--- config.mk ---
export PLATFORM = sky130hd
export DESIGN_NAME = cpsgv_top
export DESIGN_NICKNAME = d
export VERILOG_FILES = /design/src/rtl/cpsgv_pkg.sv /design/src/rtl/cpsgv_top.sv
export SDC_FILE = /design/constraint.sdc
export NUM_CORES = 1
export LEC_CHECK = 0
export ABC_CLOCK_PERIOD_IN_PS = 3100
export BUFFER_PORTS_ARGS = -buffer_cell sky130_fd_sc_hd__buf_2
export CORE_MARGIN = 1.5
export CORE_UTILIZATION = 56
export CTS_CLUSTER_DIAMETER = 60
export CTS_CLUSTER_SIZE = 14
export DETAILED_ROUTE_END_ITERATION = 12
export HOLD_SLACK_MARGIN = 0.12
export PLACE_DENSITY = 0.84
export SYNTH_ARGS = -nofsm -noshare
export SYNTH_HDL_FRONTEND = slang
export SYNTH_SLANG_ARGS = --single-unit
export TNS_END_PERCENT = 1
--- constraint.sdc ---
create_clock -name CLOCK -period 3.1 [get_ports CLOCK]
set_input_delay 0.62 -clock CLOCK [delete_from_list [all_inputs] [get_ports CLOCK]]
set_output_delay 0.62 -clock CLOCK [all_outputs]
set_load 0.01 [all_outputs]
--- src/rtl/cpsgv_pkg.sv ---
// Constants and types for the codec pin-sense and general-purpose signal verb block
// Overview of operation
// Sense get answers presence in bit 31, impedance in bits 30:0.
// The sense execute verb starts an impedance measurement.
// Execute bit 0 picks tip or ring; ignored when ring sensing unsupported.
// Impedance reads all ones while invalid or measuring.
// Presence flag follows whether a plug sits in the jack.
// Pin unsolicited response waits until the measurement has completed.
// Amp control get/set: swap bit 2, amp power bit 1, balanced bit 0.
// On a non-pin node bits 1 and 0 are reserved.
// Swap bit exchanges left and right on input and output paths.
// Amp pin follows power bit, forced off while pin is in low power.
// One shared amp power value reached through any pin node.
// Balanced bit picks single-ended or balanced drive on doubled pins.
// Input data get returns pin states in bits 7:0; not writable.
// Sticky input bits clear on a data write and on reset.
// Wake-masked input change during link reset raises status change request.
// Wake, unsolicited and sticky masks reset to zero; missing pins read zero.
// Masked input change sends unsolicited response when group enables it.
// Sticky mask bit 1 latches on an edge, 0 follows the level.
// Output pins follow stored output data; get returns it.
// Bidirectional inputs read the sensed pin level and ignore writes.
// Bidirectional outputs store, drive and read back written values.
// Disabled output pins float yet read back the pending value.
// Direction bit 0 makes a pin an input, 1 an output.
// Enable bit 0 floats the pin; 1 hands it to direction control.
// Unsolicited control holds enable bit 7 and tag placed in bits 31:26.
// Output and bidirectional bits of missing pins read zero, ignore writes.
package cpsgv_pkg;
	localparam logic [11:0] VERB_UNSOL_GET = 12'hF08;
	localparam logic [11:0] VERB_UNSOL_SET = 12'h708;
	localparam logic [11:0] VERB_SENSE_GET = 12'hF09;
	localparam logic [11:0] VERB_SENSE_EXEC = 12'h709;
	localparam logic [11:0] VERB_AMP_GET = 12'hF0C;
	localparam logic [11:0] VERB_AMP_SET = 12'h70C;
	localparam logic [11:0] VERB_GPI_GET = 12'hF10;
	localparam logic [11:0] VERB_GPI_SET = 12'h710;
	localparam logic [11:0] VERB_WAKE_GET = 12'hF11;
	localparam logic [11:0] VERB_WAKE_SET = 12'h711;
	localparam logic [11:0] VERB_UMASK_GET = 12'hF12;
	localparam logic [11:0] VERB_UMASK_SET = 12'h712;
	localparam logic [11:0] VERB_STICKY_GET = 12'hF13;
	localparam logic [11:0] VERB_STICKY_SET = 12'h713;
	localparam logic [11:0] VERB_GPO_GET = 12'hF14;
	localparam logic [11:0] VERB_GPO_SET = 12'h714;
	localparam logic [11:0] VERB_GPIO_GET = 12'hF15;
	localparam logic [11:0] VERB_GPIO_SET = 12'h715;
	localparam logic [11:0] VERB_EN_GET = 12'hF16;
	localparam logic [11:0] VERB_EN_SET = 12'h716;
	localparam logic [11:0] VERB_DIR_GET = 12'hF17;
	localparam logic [11:0] VERB_DIR_SET = 12'h717;
	localparam int AMP_SWAP_BIT = 2;
	localparam int AMP_POWER_BIT = 1;
	localparam int AMP_BAL_BIT = 0;
	localparam int SENSE_RIGHT_BIT = 0;
	localparam int UNSOL_EN_BIT = 7;
	localparam int TAG_LSB = 26;
	localparam logic [30:0] IMP_INVALID = 31'h7FFFFFFF;
	localparam logic [7:0] MASK_RESET = 8'h00;
	localparam logic [7:0] GPI_IMPL = 8'h0F;
	localparam logic [7:0] GPO_IMPL = 8'h0F;
	localparam logic [7:0] GPIO_IMPL = 8'h0F;
	localparam logic RIGHT_SENSE_OK = 1'b1;
	localparam logic [1:0] POWER_FULL_ON = 2'h0;

	typedef struct packed {
		logic valid;
		logic pin_node;
		logic [11:0] id;
		logic [7:0] payload;
	} cpsgv_verb_t;

	typedef struct packed {
		logic valid;
		logic [31:0] data;
	} cpsgv_resp_t;

	typedef enum logic [2:0] {
		MS_IDLE = 3'b001,
		MS_BUSY = 3'b010,
		MS_VALID = 3'b100
	} cpsgv_meas_t;
endpackage : cpsgv_pkg

--- src/rtl/cpsgv_top.sv ---
// Pin sense, amplifier control and general-purpose pin verbs of one codec node set
module cpsgv_top
	import cpsgv_pkg::*;
(
	input wire logic CLOCK,
	input wire logic RESET,
	input wire cpsgv_verb_t VERB,
	output cpsgv_resp_t RESP,
	output cpsgv_resp_t UNSOL,
	output logic STATUS_CHANGE_REQ,
	input wire logic LINK_IN_RESET,
	input wire logic JACK_PRESENT,
	input wire logic [1:0] PIN_POWER_STATE,
	output logic IMP_START,
	output logic IMP_RIGHT,
	input wire logic IMP_DONE,
	input wire logic [30:0] IMP_VALUE,
	output logic EXT_AMP_POWER,
	output logic BALANCED_MODE,
	output logic CHAN_SWAP,
	input wire logic [7:0] GPI_IN,
	output logic [7:0] GPO_OUT,
	input wire logic [7:0] GPIO_IN,
	output logic [7:0] GPIO_OUT,
	output logic [7:0] GPIO_OE
);
	function automatic logic hit(input cpsgv_verb_t v, input logic [11:0] id);
		hit = v.valid && (v.id == id);
	endfunction : hit

	// Pin-side inputs pass two flip-flops before use
	logic [7:0] gpi_s1_reg, gpi_reg, gpio_s1_reg, gpio_in_reg;
	logic jack_s1_reg, jack_reg, link_s1_reg, link_rst_reg;
	always_ff @(posedge CLOCK) begin
		gpi_s1_reg <= GPI_IN;
		gpi_reg <= gpi_s1_reg;
		gpio_s1_reg <= GPIO_IN;
		gpio_in_reg <= gpio_s1_reg;
		jack_s1_reg <= JACK_PRESENT;
		jack_reg <= jack_s1_reg;
		link_s1_reg <= LINK_IN_RESET;
		link_rst_reg <= link_s1_reg;
	end

	logic [7:0] gpi_prev_reg;
	logic jack_prev_reg;
	always_ff @(posedge CLOCK) begin
		if (RESET) begin
			gpi_prev_reg <= MASK_RESET;
			jack_prev_reg <= 1'b0;
		end else begin
			gpi_prev_reg <= gpi_reg;
			jack_prev_reg <= jack_reg;
		end
	end

	// Unsolicited controls: one for the function group, one for the pin node
	logic [7:0] fg_unsol_reg, pin_unsol_reg;
	always_ff @(posedge CLOCK) begin
		if (RESET) begin
			fg_unsol_reg <= MASK_RESET;
			pin_unsol_reg <= MASK_RESET;
		end else if (hit(VERB, VERB_UNSOL_SET)) begin
			if (VERB.pin_node)
				pin_unsol_reg <= VERB.payload & 8'hBF;
			else
				fg_unsol_reg <= VERB.payload & 8'hBF;
		end
	end

	// Impedance measurement sequencing
	cpsgv_meas_t meas_reg;
	logic [30:0] imp_reg;
	logic meas_done_evt;
	assign meas_done_evt = (meas_reg == MS_BUSY) && IMP_DONE;
	always_ff @(posedge CLOCK) begin
		if (RESET) begin
			meas_reg <= MS_IDLE;
			imp_reg <= IMP_INVALID;
		end else begin
			case (meas_reg)
				MS_IDLE, MS_VALID: begin
					if (hit(VERB, VERB_SENSE_EXEC)) begin
						meas_reg <= MS_BUSY;
						imp_reg <= IMP_INVALID;
					end
				end
				MS_BUSY: begin
					if (IMP_DONE) begin
						meas_reg <= MS_VALID;
						imp_reg <= IMP_VALUE;
					end
				end
				default: begin
					meas_reg <= MS_IDLE;
					imp_reg <= IMP_INVALID;
				end
			endcase
		end
	end

	always_ff @(posedge CLOCK) begin
		if (RESET) begin
			IMP_START <= 1'b0;
			IMP_RIGHT <= 1'b0;
		end else begin
			IMP_START <= hit(VERB, VERB_SENSE_EXEC) && (meas_reg != MS_BUSY);
			if (hit(VERB, VERB_SENSE_EXEC))
				IMP_RIGHT <= VERB.payload[SENSE_RIGHT_BIT] & RIGHT_SENSE_OK;
		end
	end

	// Amplifier power, balanced drive and channel swap
	logic [2:0] amp_reg;
	always_ff @(posedge CLOCK) begin
		if (RESET) begin
			amp_reg <= 3'h0;
		end else if (hit(VERB, VERB_AMP_SET)) begin
			amp_reg[AMP_SWAP_BIT] <= VERB.payload[AMP_SWAP_BIT];
			if (VERB.pin_node) begin
				amp_reg[AMP_POWER_BIT] <= VERB.payload[AMP_POWER_BIT];
				amp_reg[AMP_BAL_BIT] <= VERB.payload[AMP_BAL_BIT];
			end
		end
	end

	always_ff @(posedge CLOCK) begin
		if (RESET) begin
			EXT_AMP_POWER <= 1'b0;
			BALANCED_MODE <= 1'b0;
			CHAN_SWAP <= 1'b0;
		end else begin
			EXT_AMP_POWER <= amp_reg[AMP_POWER_BIT] && (PIN_POWER_STATE == POWER_FULL_ON);
			BALANCED_MODE <= amp_reg[AMP_BAL_BIT];
			CHAN_SWAP <= amp_reg[AMP_SWAP_BIT];
		end
	end

	// General input masks and sticky latches
	logic [7:0] wake_reg, umask_reg, sticky_reg, latch_reg, general_input_levels;
	always_ff @(posedge CLOCK) begin
		if (RESET) begin
			wake_reg <= MASK_RESET;
			umask_reg <= MASK_RESET;
			sticky_reg <= MASK_RESET;
		end else begin
			if (hit(VERB, VERB_WAKE_SET))
				wake_reg <= VERB.payload & GPI_IMPL;
			if (hit(VERB, VERB_UMASK_SET))
				umask_reg <= VERB.payload & GPI_IMPL;
			if (hit(VERB, VERB_STICKY_SET))
				sticky_reg <= VERB.payload & GPI_IMPL;
		end
	end

	genvar gi;
	generate
		for (gi = 0; gi < 8; gi++) begin : g_sticky
			logic rise;
			logic clr;
			assign rise = gpi_reg[gi] && !gpi_prev_reg[gi] && GPI_IMPL[gi];
			assign clr = hit(VERB, VERB_GPI_SET) && VERB.payload[gi];
			always_ff @(posedge CLOCK) begin
				if (RESET)
					latch_reg[gi] <= 1'b0;
				else if (rise)
					latch_reg[gi] <= 1'b1;
				else if (clr)
					latch_reg[gi] <= 1'b0;
			end
			assign general_input_levels[gi] = GPI_IMPL[gi] && (sticky_reg[gi] ? latch_reg[gi] : gpi_reg[gi]);
		end
	endgenerate

	// Input change events: wake while link is held, unsolicited while link is up
	logic [7:0] gpi_change;
	logic gpi_unsol_evt, wake_evt;
	assign gpi_change = (gpi_reg ^ gpi_prev_reg) & GPI_IMPL;
	assign wake_evt = link_rst_reg && |(gpi_change & wake_reg);
	assign gpi_unsol_evt = !link_rst_reg && fg_unsol_reg[UNSOL_EN_BIT] && |(gpi_change & umask_reg);
	always_ff @(posedge CLOCK) begin
		if (RESET)
			STATUS_CHANGE_REQ <= 1'b0;
		else
			STATUS_CHANGE_REQ <= wake_evt;
	end

	// Pending unsolicited responses; hardware set beats the send clear
	logic gpi_pend_reg, pin_pend_reg, pin_evt, send_gpi, send_pin;
	assign pin_evt = pin_unsol_reg[UNSOL_EN_BIT] && ((jack_reg != jack_prev_reg) || meas_done_evt);
	assign send_gpi = gpi_pend_reg && !link_rst_reg;
	assign send_pin = pin_pend_reg && !send_gpi && (meas_reg != MS_BUSY) && !link_rst_reg;
	always_ff @(posedge CLOCK) begin
		if (RESET) begin
			gpi_pend_reg <= 1'b0;
			pin_pend_reg <= 1'b0;
		end else begin
			if (gpi_unsol_evt)
				gpi_pend_reg <= 1'b1;
			else if (send_gpi)
				gpi_pend_reg <= 1'b0;
			if (pin_evt)
				pin_pend_reg <= 1'b1;
			else if (send_pin)
				pin_pend_reg <= 1'b0;
		end
	end

	always_ff @(posedge CLOCK) begin
		if (RESET) begin
			UNSOL <= '0;
		end else begin
			UNSOL.valid <= send_gpi || send_pin;
			UNSOL.data <= '0;
			if (send_gpi)
				UNSOL.data[31:TAG_LSB] <= fg_unsol_reg[5:0];
			else if (send_pin)
				UNSOL.data[31:TAG_LSB] <= pin_unsol_reg[5:0];
		end
	end

	// Output and bidirectional pins
	logic [7:0] gpo_reg, gpio_reg, gpio_en_reg, gpio_dir_reg;
	always_ff @(posedge CLOCK) begin
		if (RESET) begin
			gpo_reg <= MASK_RESET;
			gpio_reg <= MASK_RESET;
			gpio_en_reg <= MASK_RESET;
			gpio_dir_reg <= MASK_RESET;
		end else begin
			if (hit(VERB, VERB_GPO_SET))
				gpo_reg <= VERB.payload & GPO_IMPL;
			if (hit(VERB, VERB_GPIO_SET))
				gpio_reg <= (VERB.payload & gpio_dir_reg & GPIO_IMPL) | (gpio_reg & ~gpio_dir_reg);
			if (hit(VERB, VERB_EN_SET))
				gpio_en_reg <= VERB.payload & GPIO_IMPL;
			if (hit(VERB, VERB_DIR_SET))
				gpio_dir_reg <= VERB.payload & GPIO_IMPL;
		end
	end

	always_ff @(posedge CLOCK) begin
		if (RESET) begin
			GPO_OUT <= MASK_RESET;
			GPIO_OUT <= MASK_RESET;
			GPIO_OE <= MASK_RESET;
		end else begin
			GPO_OUT <= gpo_reg;
			GPIO_OUT <= gpio_reg;
			GPIO_OE <= gpio_en_reg & gpio_dir_reg;
		end
	end

	// Response word for get verbs, one cycle after the verb
	logic [31:0] resp_next;
	always_comb begin
		resp_next = '0;
		case (VERB.id)
			VERB_SENSE_GET: resp_next = {jack_reg, (meas_reg == MS_VALID) ? imp_reg : IMP_INVALID};
			VERB_AMP_GET: resp_next = VERB.pin_node ? {29'h0, amp_reg} : {29'h0, amp_reg[AMP_SWAP_BIT], 2'h0};
			VERB_UNSOL_GET: resp_next = {24'h0, VERB.pin_node ? pin_unsol_reg : fg_unsol_reg};
			VERB_GPI_GET: resp_next = {24'h0, general_input_levels};
			VERB_WAKE_GET: resp_next = {24'h0, wake_reg};
			VERB_UMASK_GET: resp_next = {24'h0, umask_reg};
			VERB_STICKY_GET: resp_next = {24'h0, sticky_reg};
			VERB_GPO_GET: resp_next = {24'h0, gpo_reg};
			VERB_GPIO_GET: resp_next = {24'h0, ((gpio_reg & gpio_dir_reg) | (gpio_in_reg & ~gpio_dir_reg)) & GPIO_IMPL};
			VERB_EN_GET: resp_next = {24'h0, gpio_en_reg};
			VERB_DIR_GET: resp_next = {24'h0, gpio_dir_reg};
			default: resp_next = '0;
		endcase
	end

	always_ff @(posedge CLOCK) begin
		if (RESET) begin
			RESP <= '0;
		end else begin
			RESP.valid <= VERB.valid;
			RESP.data <= VERB.valid ? resp_next : 32'h0;
		end
	end

	AST_AMP_LOWPOWER: assert property (@(posedge CLOCK) disable iff (RESET)
		(PIN_POWER_STATE != POWER_FULL_ON) |=> !EXT_AMP_POWER)
		else $error("amp pin powered while pin widget in low power");
	AST_AMP_FOLLOW: assert property (@(posedge CLOCK) disable iff (RESET)
		hit(VERB, VERB_AMP_SET) && VERB.pin_node && (PIN_POWER_STATE == POWER_FULL_ON) ##1
		(PIN_POWER_STATE == POWER_FULL_ON) |=> EXT_AMP_POWER == $past(VERB.payload[AMP_POWER_BIT], 2))
		else $error("amp pin does not follow written power bit");
	AST_NONPIN_RSVD: assert property (@(posedge CLOCK) disable iff (RESET)
		hit(VERB, VERB_AMP_SET) && !VERB.pin_node |=> $stable(amp_reg[1:0]))
		else $error("non-pin node changed reserved amp bits");
	AST_SENSE_BUSY: assert property (@(posedge CLOCK) disable iff (RESET)
		hit(VERB, VERB_SENSE_GET) && (meas_reg != MS_VALID) |=> RESP.data[30:0] == IMP_INVALID)
		else $error("impedance not all ones while busy or invalid");
	AST_EXEC_START: assert property (@(posedge CLOCK) disable iff (RESET)
		hit(VERB, VERB_SENSE_EXEC) && (meas_reg != MS_BUSY) |=> IMP_START && (meas_reg == MS_BUSY))
		else $error("execute verb did not start a measurement");
	AST_PIN_UNSOL_WAIT: assert property (@(posedge CLOCK) disable iff (RESET)
		(meas_reg == MS_BUSY) && !send_gpi |=> !UNSOL.valid)
		else $error("pin unsolicited response sent during measurement");
	AST_UNSOL_TAG: assert property (@(posedge CLOCK) disable iff (RESET)
		send_gpi |=> UNSOL.valid && (UNSOL.data[31:TAG_LSB] == $past(fg_unsol_reg[5:0])))
		else $error("unsolicited response tag wrong");
	AST_WAKE: assert property (@(posedge CLOCK) disable iff (RESET)
		wake_evt |=> STATUS_CHANGE_REQ ##1 !STATUS_CHANGE_REQ || $past(wake_evt, 1) || wake_evt)
		else $error("wake change did not raise status change request");
	AST_GPIO_OE: assert property (@(posedge CLOCK) disable iff (RESET)
		!gpio_en_reg[0] |=> !GPIO_OE[0])
		else $error("disabled bidirectional pin driven");
	AST_GPO_READ: assert property (@(posedge CLOCK) disable iff (RESET)
		hit(VERB, VERB_GPO_SET) ##1 hit(VERB, VERB_GPO_GET) |=> RESP.data[7:0] == ($past(VERB.payload, 2) & GPO_IMPL))
		else $error("output data readback mismatch");
endmodule : cpsgv_top

## Word-level counts from Yosys, hierarchy flattened

Index checks and enable logic that the tools add are counted.

- Register bits: 206
- Input bits: 76
- Output and inout bits: 96

- Equal/unequal tests: 29
- Multiplexer cells: 28
- Bitwise gates (word level): 13
- Reduce and logical (&&, ||, !) cells: 53

Operators by type and width:

| cell | count |
|---|---|
| 32-bit case mux with 11 select lines | 1 |
| 12-bit by 11-bit == test with 1-bit output (second input constant) | 11 |
| 12-bit == test (second input constant) | 11 |
| 31-bit two-way mux | 3 |
| 31-bit case mux with 2 select lines | 1 |
| 1-bit logical AND | 30 |
| 4-bit bitwise AND | 6 |
| 1-bit two-way mux | 16 |
| 8-bit OR reduction | 2 |
| 6-bit two-way mux | 2 |
| 2-bit nonzero test | 6 |
| 8-bit bitwise AND | 1 |
| 8-bit two-way mux | 1 |
| 4-bit inverter with 8-bit output | 1 |
| 4-bit by 8-bit OR with 8-bit output | 1 |
| 2-bit AND reduction | 4 |
| 1-bit zero test | 6 |
| 3-bit two-way mux | 2 |
| 3-bit case mux with 2 select lines | 1 |
| 2-bit inequality test (second input constant) | 2 |
| 4-bit OR | 1 |
| 2-bit OR reduction | 2 |
| 4-bit XOR | 1 |
| 3-bit by 1-bit == test with 1-bit output (second input constant) | 1 |
| 8 further kinds | 10 |

## Longest topological paths before layout

- Word-level depth: 8
- Mapped depth: 8
- Gate-level depth less buffers: 7

## Least setup slack after synthesis

No wires, ideal clock.

- Kind: input port to flip-flop
- Start point: input port VERB[13] (netlist name)
- End point: register fg_unsol_reg[0]
- Library setup time: 128 ps
- Data arrival time: 2,086 ps
- Setup slack: 887 ps
- Cell stages on the path: 8
- Buffers on the path: 3
- Cell sequence: or3_1 -> buf_2 -> nor4_4 -> buf_4 -> nor3b_2 -> buf_4 -> mux2i_1 -> nor2_1

- Word-level cells in the longest chain between the ends: 3

RTL lines:

| element | RTL line | RTL |
|---|---|---|
| start, declared | cpsgv_top.sv:7 | `input wire cpsgv_verb_t VERB,` |
| 12-bit by 11-bit == test with 1-bit output | cpsgv_top.sv:28 | `hit = v.valid && (v.id == id);` |
| 1-bit logical AND | cpsgv_top.sv:28 |  |
| 2-bit AND reduction (no source line) | -- |  |
| end signal, assigned | cpsgv_top.sv:67 | `fg_unsol_reg <= VERB.payload & 8'hBF;` |
| end, declared | cpsgv_top.sv:58 | `logic [7:0] fg_unsol_reg, pin_unsol_reg;` |

Every way passes these cells.
A chain may end at the register's enable or synchronous reset.

## Worst setup path in the final report

- Start point: input port VERB[13] (netlist name)
- End point: register sticky_reg[2]

- Word-level cells in the longest chain between the ends: 2

RTL lines:

| element | RTL line | RTL |
|---|---|---|
| 12-bit by 11-bit == test with 1-bit output | cpsgv_top.sv:28 |  |
| 1-bit logical AND | cpsgv_top.sv:28 |  |
| end signal, assigned | cpsgv_top.sv:152 | `sticky_reg <= VERB.payload & GPI_IMPL;` |
| end, declared | cpsgv_top.sv:140 | `logic [7:0] wake_reg, umask_reg, sticky_reg, latch_reg, general_input_levels;` |

Every way passes these cells.

==> key figures <==
Outcome
  • Status: completed

Place
  • Worst slack at placement: 0.4253 ns
  • IO Port Bufs: 124
  • Area after DPL: 6919 µm²
  • Routability congestion estimate: 0.8839
  • HPWL after detailed placement: 9572 µm

Yosys
  • Syn. warnings: 0
  • Seq cells post-synth: 168
  • Synthesized area: 6387 µm²
  • Cell with the most instances after synthesis: dfxtp_1
  • Sequential area share after synthesis: 52.65%
  • Dominant cells by area after synthesis: dfxtp_1 53%, mux2i_1 8.5%, buf_4 5.2%
  • Yosys top cell by area: dfxtp_1
  • Async S/R FF share, synth: 0%
  • Mapped Cells: 623
  • EDFF count, synth: 0
  • Top-area cell type share of the netlist area: 52.65%
  • Library cells used by synthesis: 61
  • Syn avg cell area: 10.25 µm²
  • Most frequent cells after synthesis: 168 x dfxtp_1, 67 x nor2_1, 54 x mux2i_1, 44 x buf_4, 31 x o22a_1
  • Ys flop type: dfxtp_1

STA
  • Worst Hold Margin: 0.2892 ns
  • Achievable Freq: 445.6 MHz
  • Final setup viols: 0
  • Slew HR: 26.90%
  • Final Hold Vio Count: 0
  • Clock Skew: 0.009805 ns
  • Sum Neg Setup Slack: 0 ns
  • RSZ-0062 raised after global routing: no
  • Min Clock Period, post-route: 2.244 ns
  • Post-route setup slack: 0.8561 ns
  • Crit share post-route: 72.38%
  • Worst slew pin tran: 1.094 ns
  • Max-slew violation count: 0

Pwr
  • P per Cell Area: 580.4 nW/µm²
  • Leakage: 3.313 nW
  • PnR Total Power: 4.330 mW
  • Peak VDD IR: 0.0004217 V

Worst setup path
  • Worst Path Class, Setup: input port to flip-flop
  • Worst-path cell chain: buf_2 -> or3_1 -> nor4_4 -> and4b_1 -> mux2i_1 -> nor2_1
  • Critical Path Start: VERB[13]
  • CP required: 3.38 ns
  • Worst setup path endpoint: sticky_reg[2]
  • Critical path's top delay family: simple AND/OR/NAND/NOR gates
  • Slowest-stage cell, CP: nor4_4
  • Worst path depth: 6
  • Worst Setup End Kind: flip-flop
  • Startpoint types: input port
  • Worst Reg-to-Reg Cells: 5
  • CP arrival: 2.53 ns
  • CP Buf/Inv Count: 1
  • Flop-to-flop setup slack: 0.89 ns
  • Reg-to-reg endpoint: imp_reg[17]
  • Reg2Reg Launch Point: meas_reg[0]
  • CP max FO: 9
  • Worst stage delay on the critical path: 0.55 ns

GRT
  • Grt ovf: 0
  • Total GRT Usage: 25.00%
  • Vias in the first global route: 4,692
  • Largest net degree at the start of global routing: 74
  • Initial antenna violation count: 0
  • First-pass GRT wire length: 22,740 µm

Detailed routing
  • Drt total wl: 14,170 µm
  • Pre-antenna DRT Iters: 4
  • Total number of vias: 4,853
  • DR vias/cell: 5.490
  • Avg WL per Cell: 16.02 µm
  • DRT iter0 DRCs: 427
  • ANT nets after route: 0
  • DR DRC count: 0

Final layout
  • Largest register FFs: 33
  • Design area: 7461 µm²
  • Nets@finish: 813
  • ANT cells: 0
  • Area Growth Syn to Fin: 16.81%
  • Share of cells above drive strength 1: 24.46%

Clocking
  • CTS max path bufs: 2
  • Post-CTS setup buffer count: 0
  • CTS Root Cell: clkbuf_16
  • CTS H-tree lvls: 4
  • Clock sinks: 168
  • Total CTS buffers: 17
  • CTS resizes: 0
  • CTS tree: yes
  • Clk_lat worst skew: 0.43 ns
  • Hold-fix buffers, CTS: 0
  • CTS clk-pin slew, worst paths: 0.06 ns

Flow run
  • MaxCap Viol Count: 0

Floorplan
  • Die Area: 12,060 µm²
  • Number of cell rows: 38
  • Core Area: 10,980 µm²
  • Ports: 172
  • Die height: 109.8 µm
  • DIE WIDTH: 109.8 µm
  • Starting Density: 58.16%

Worst hold path
  • Hold Path Class: input port to flip-flop
cell type report:
cell class	count	area (µm²)
Clock buffer	19	442.9
Clock inverter	11	98.84
Fill cell	836	3522
Inverter	15	56.30
Multi-Input combinational cell	398	2636
Sequential cell	168	3363
Tap cell	140	175.2
Timing Repair Buffer	133	688.2
layout by cell type, fill, tap and decap left out, types with 3 or more instances in the layout:
cell type     n
nand4_1       6
ha_1          4
nor2_1       67
dfxtp_1     168
inv_1        15
o21ai_0      11
clkbuf_16    17
mux2_2        7
clkinv_2      4
o21a_1       27
nand3b_1      3
clkinvlp_4    3
buf_2       124
nand2b_1      6
or3_1         3
nor3_1        5
mux2i_1      54
and3_1        4
conb_1       38
and2_1        5
o22ai_1       3
nor2b_1      17
a22oi_1       3
nand3_1      17
a21oi_1      20
o22a_1       31
nand2_1      22
buf_4         9
routing by layer:
metal  vias to the layer above  global-route usage, %  routed length [µm]
li1                       2304                      -                   -
met1                      2259                  29.45                5655
met2                       249                  40.64                6748
met3                        41                  8.832                1397
met4                         0                  11.78                 363
met5                         -                      0                   0
how the worst min path moves through the flow:
stage | startpoint | end | slack [ns] | cells past startpoint
2_1_floorplan | gpi_s1_reg[0] | gpi_reg[0] | 0.31 | 0
4_1_cts | GPIO_IN[1] | gpio_s1_reg[1] | 0.28 | 1
6_report | GPI_IN[2] | gpi_s1_reg[2] | 0.29 | 1
3_5_place_dp | gpi_s1_reg[2] | gpi_reg[2] | 0.31 | 0
3_3_place_gp | gpio_s1_reg[3] | gpio_in_reg[3] | 0.31 | 0
5_1_grt | GPI_IN[2] | gpi_s1_reg[2] | 0.28 | 1
logic make-up (layout without fill, tap and decap cells):
group	count (synthesis)	in the layout	synth area share, %
buffers and inverters	94	178	8.306
DFF	168	168	52.65
AOI/OAI and AO/OA	120	120	13.77
muxes	62	62	10.05
xor gates and xnor gates	2	2	0.2743
adders and majority gates	4	4	0.7836
other	1	38	0.05871
and+or+nand+nor	172	172	14.10
report_power, final:
part | leakage (nW) | internal, mW | switching [mW]
clock | 0.261 | 1.11 | 0.842
sequential | 1.36 | 2.18 | 0.00869
combinational | 1.69 | 0.0609 | 0.123
total | 3.31 | 3.36 | 0.974
stage by stage:
stage | instances | utilization, %
floorplan | 660 | -
global placement | 854 | 63.00
detailed placement | 854 | 63.00
CTS | 884 | 67.93
global route | 884 | 67.93
finish | 884 | 67.93
Power figures use the tool's default switching activity.
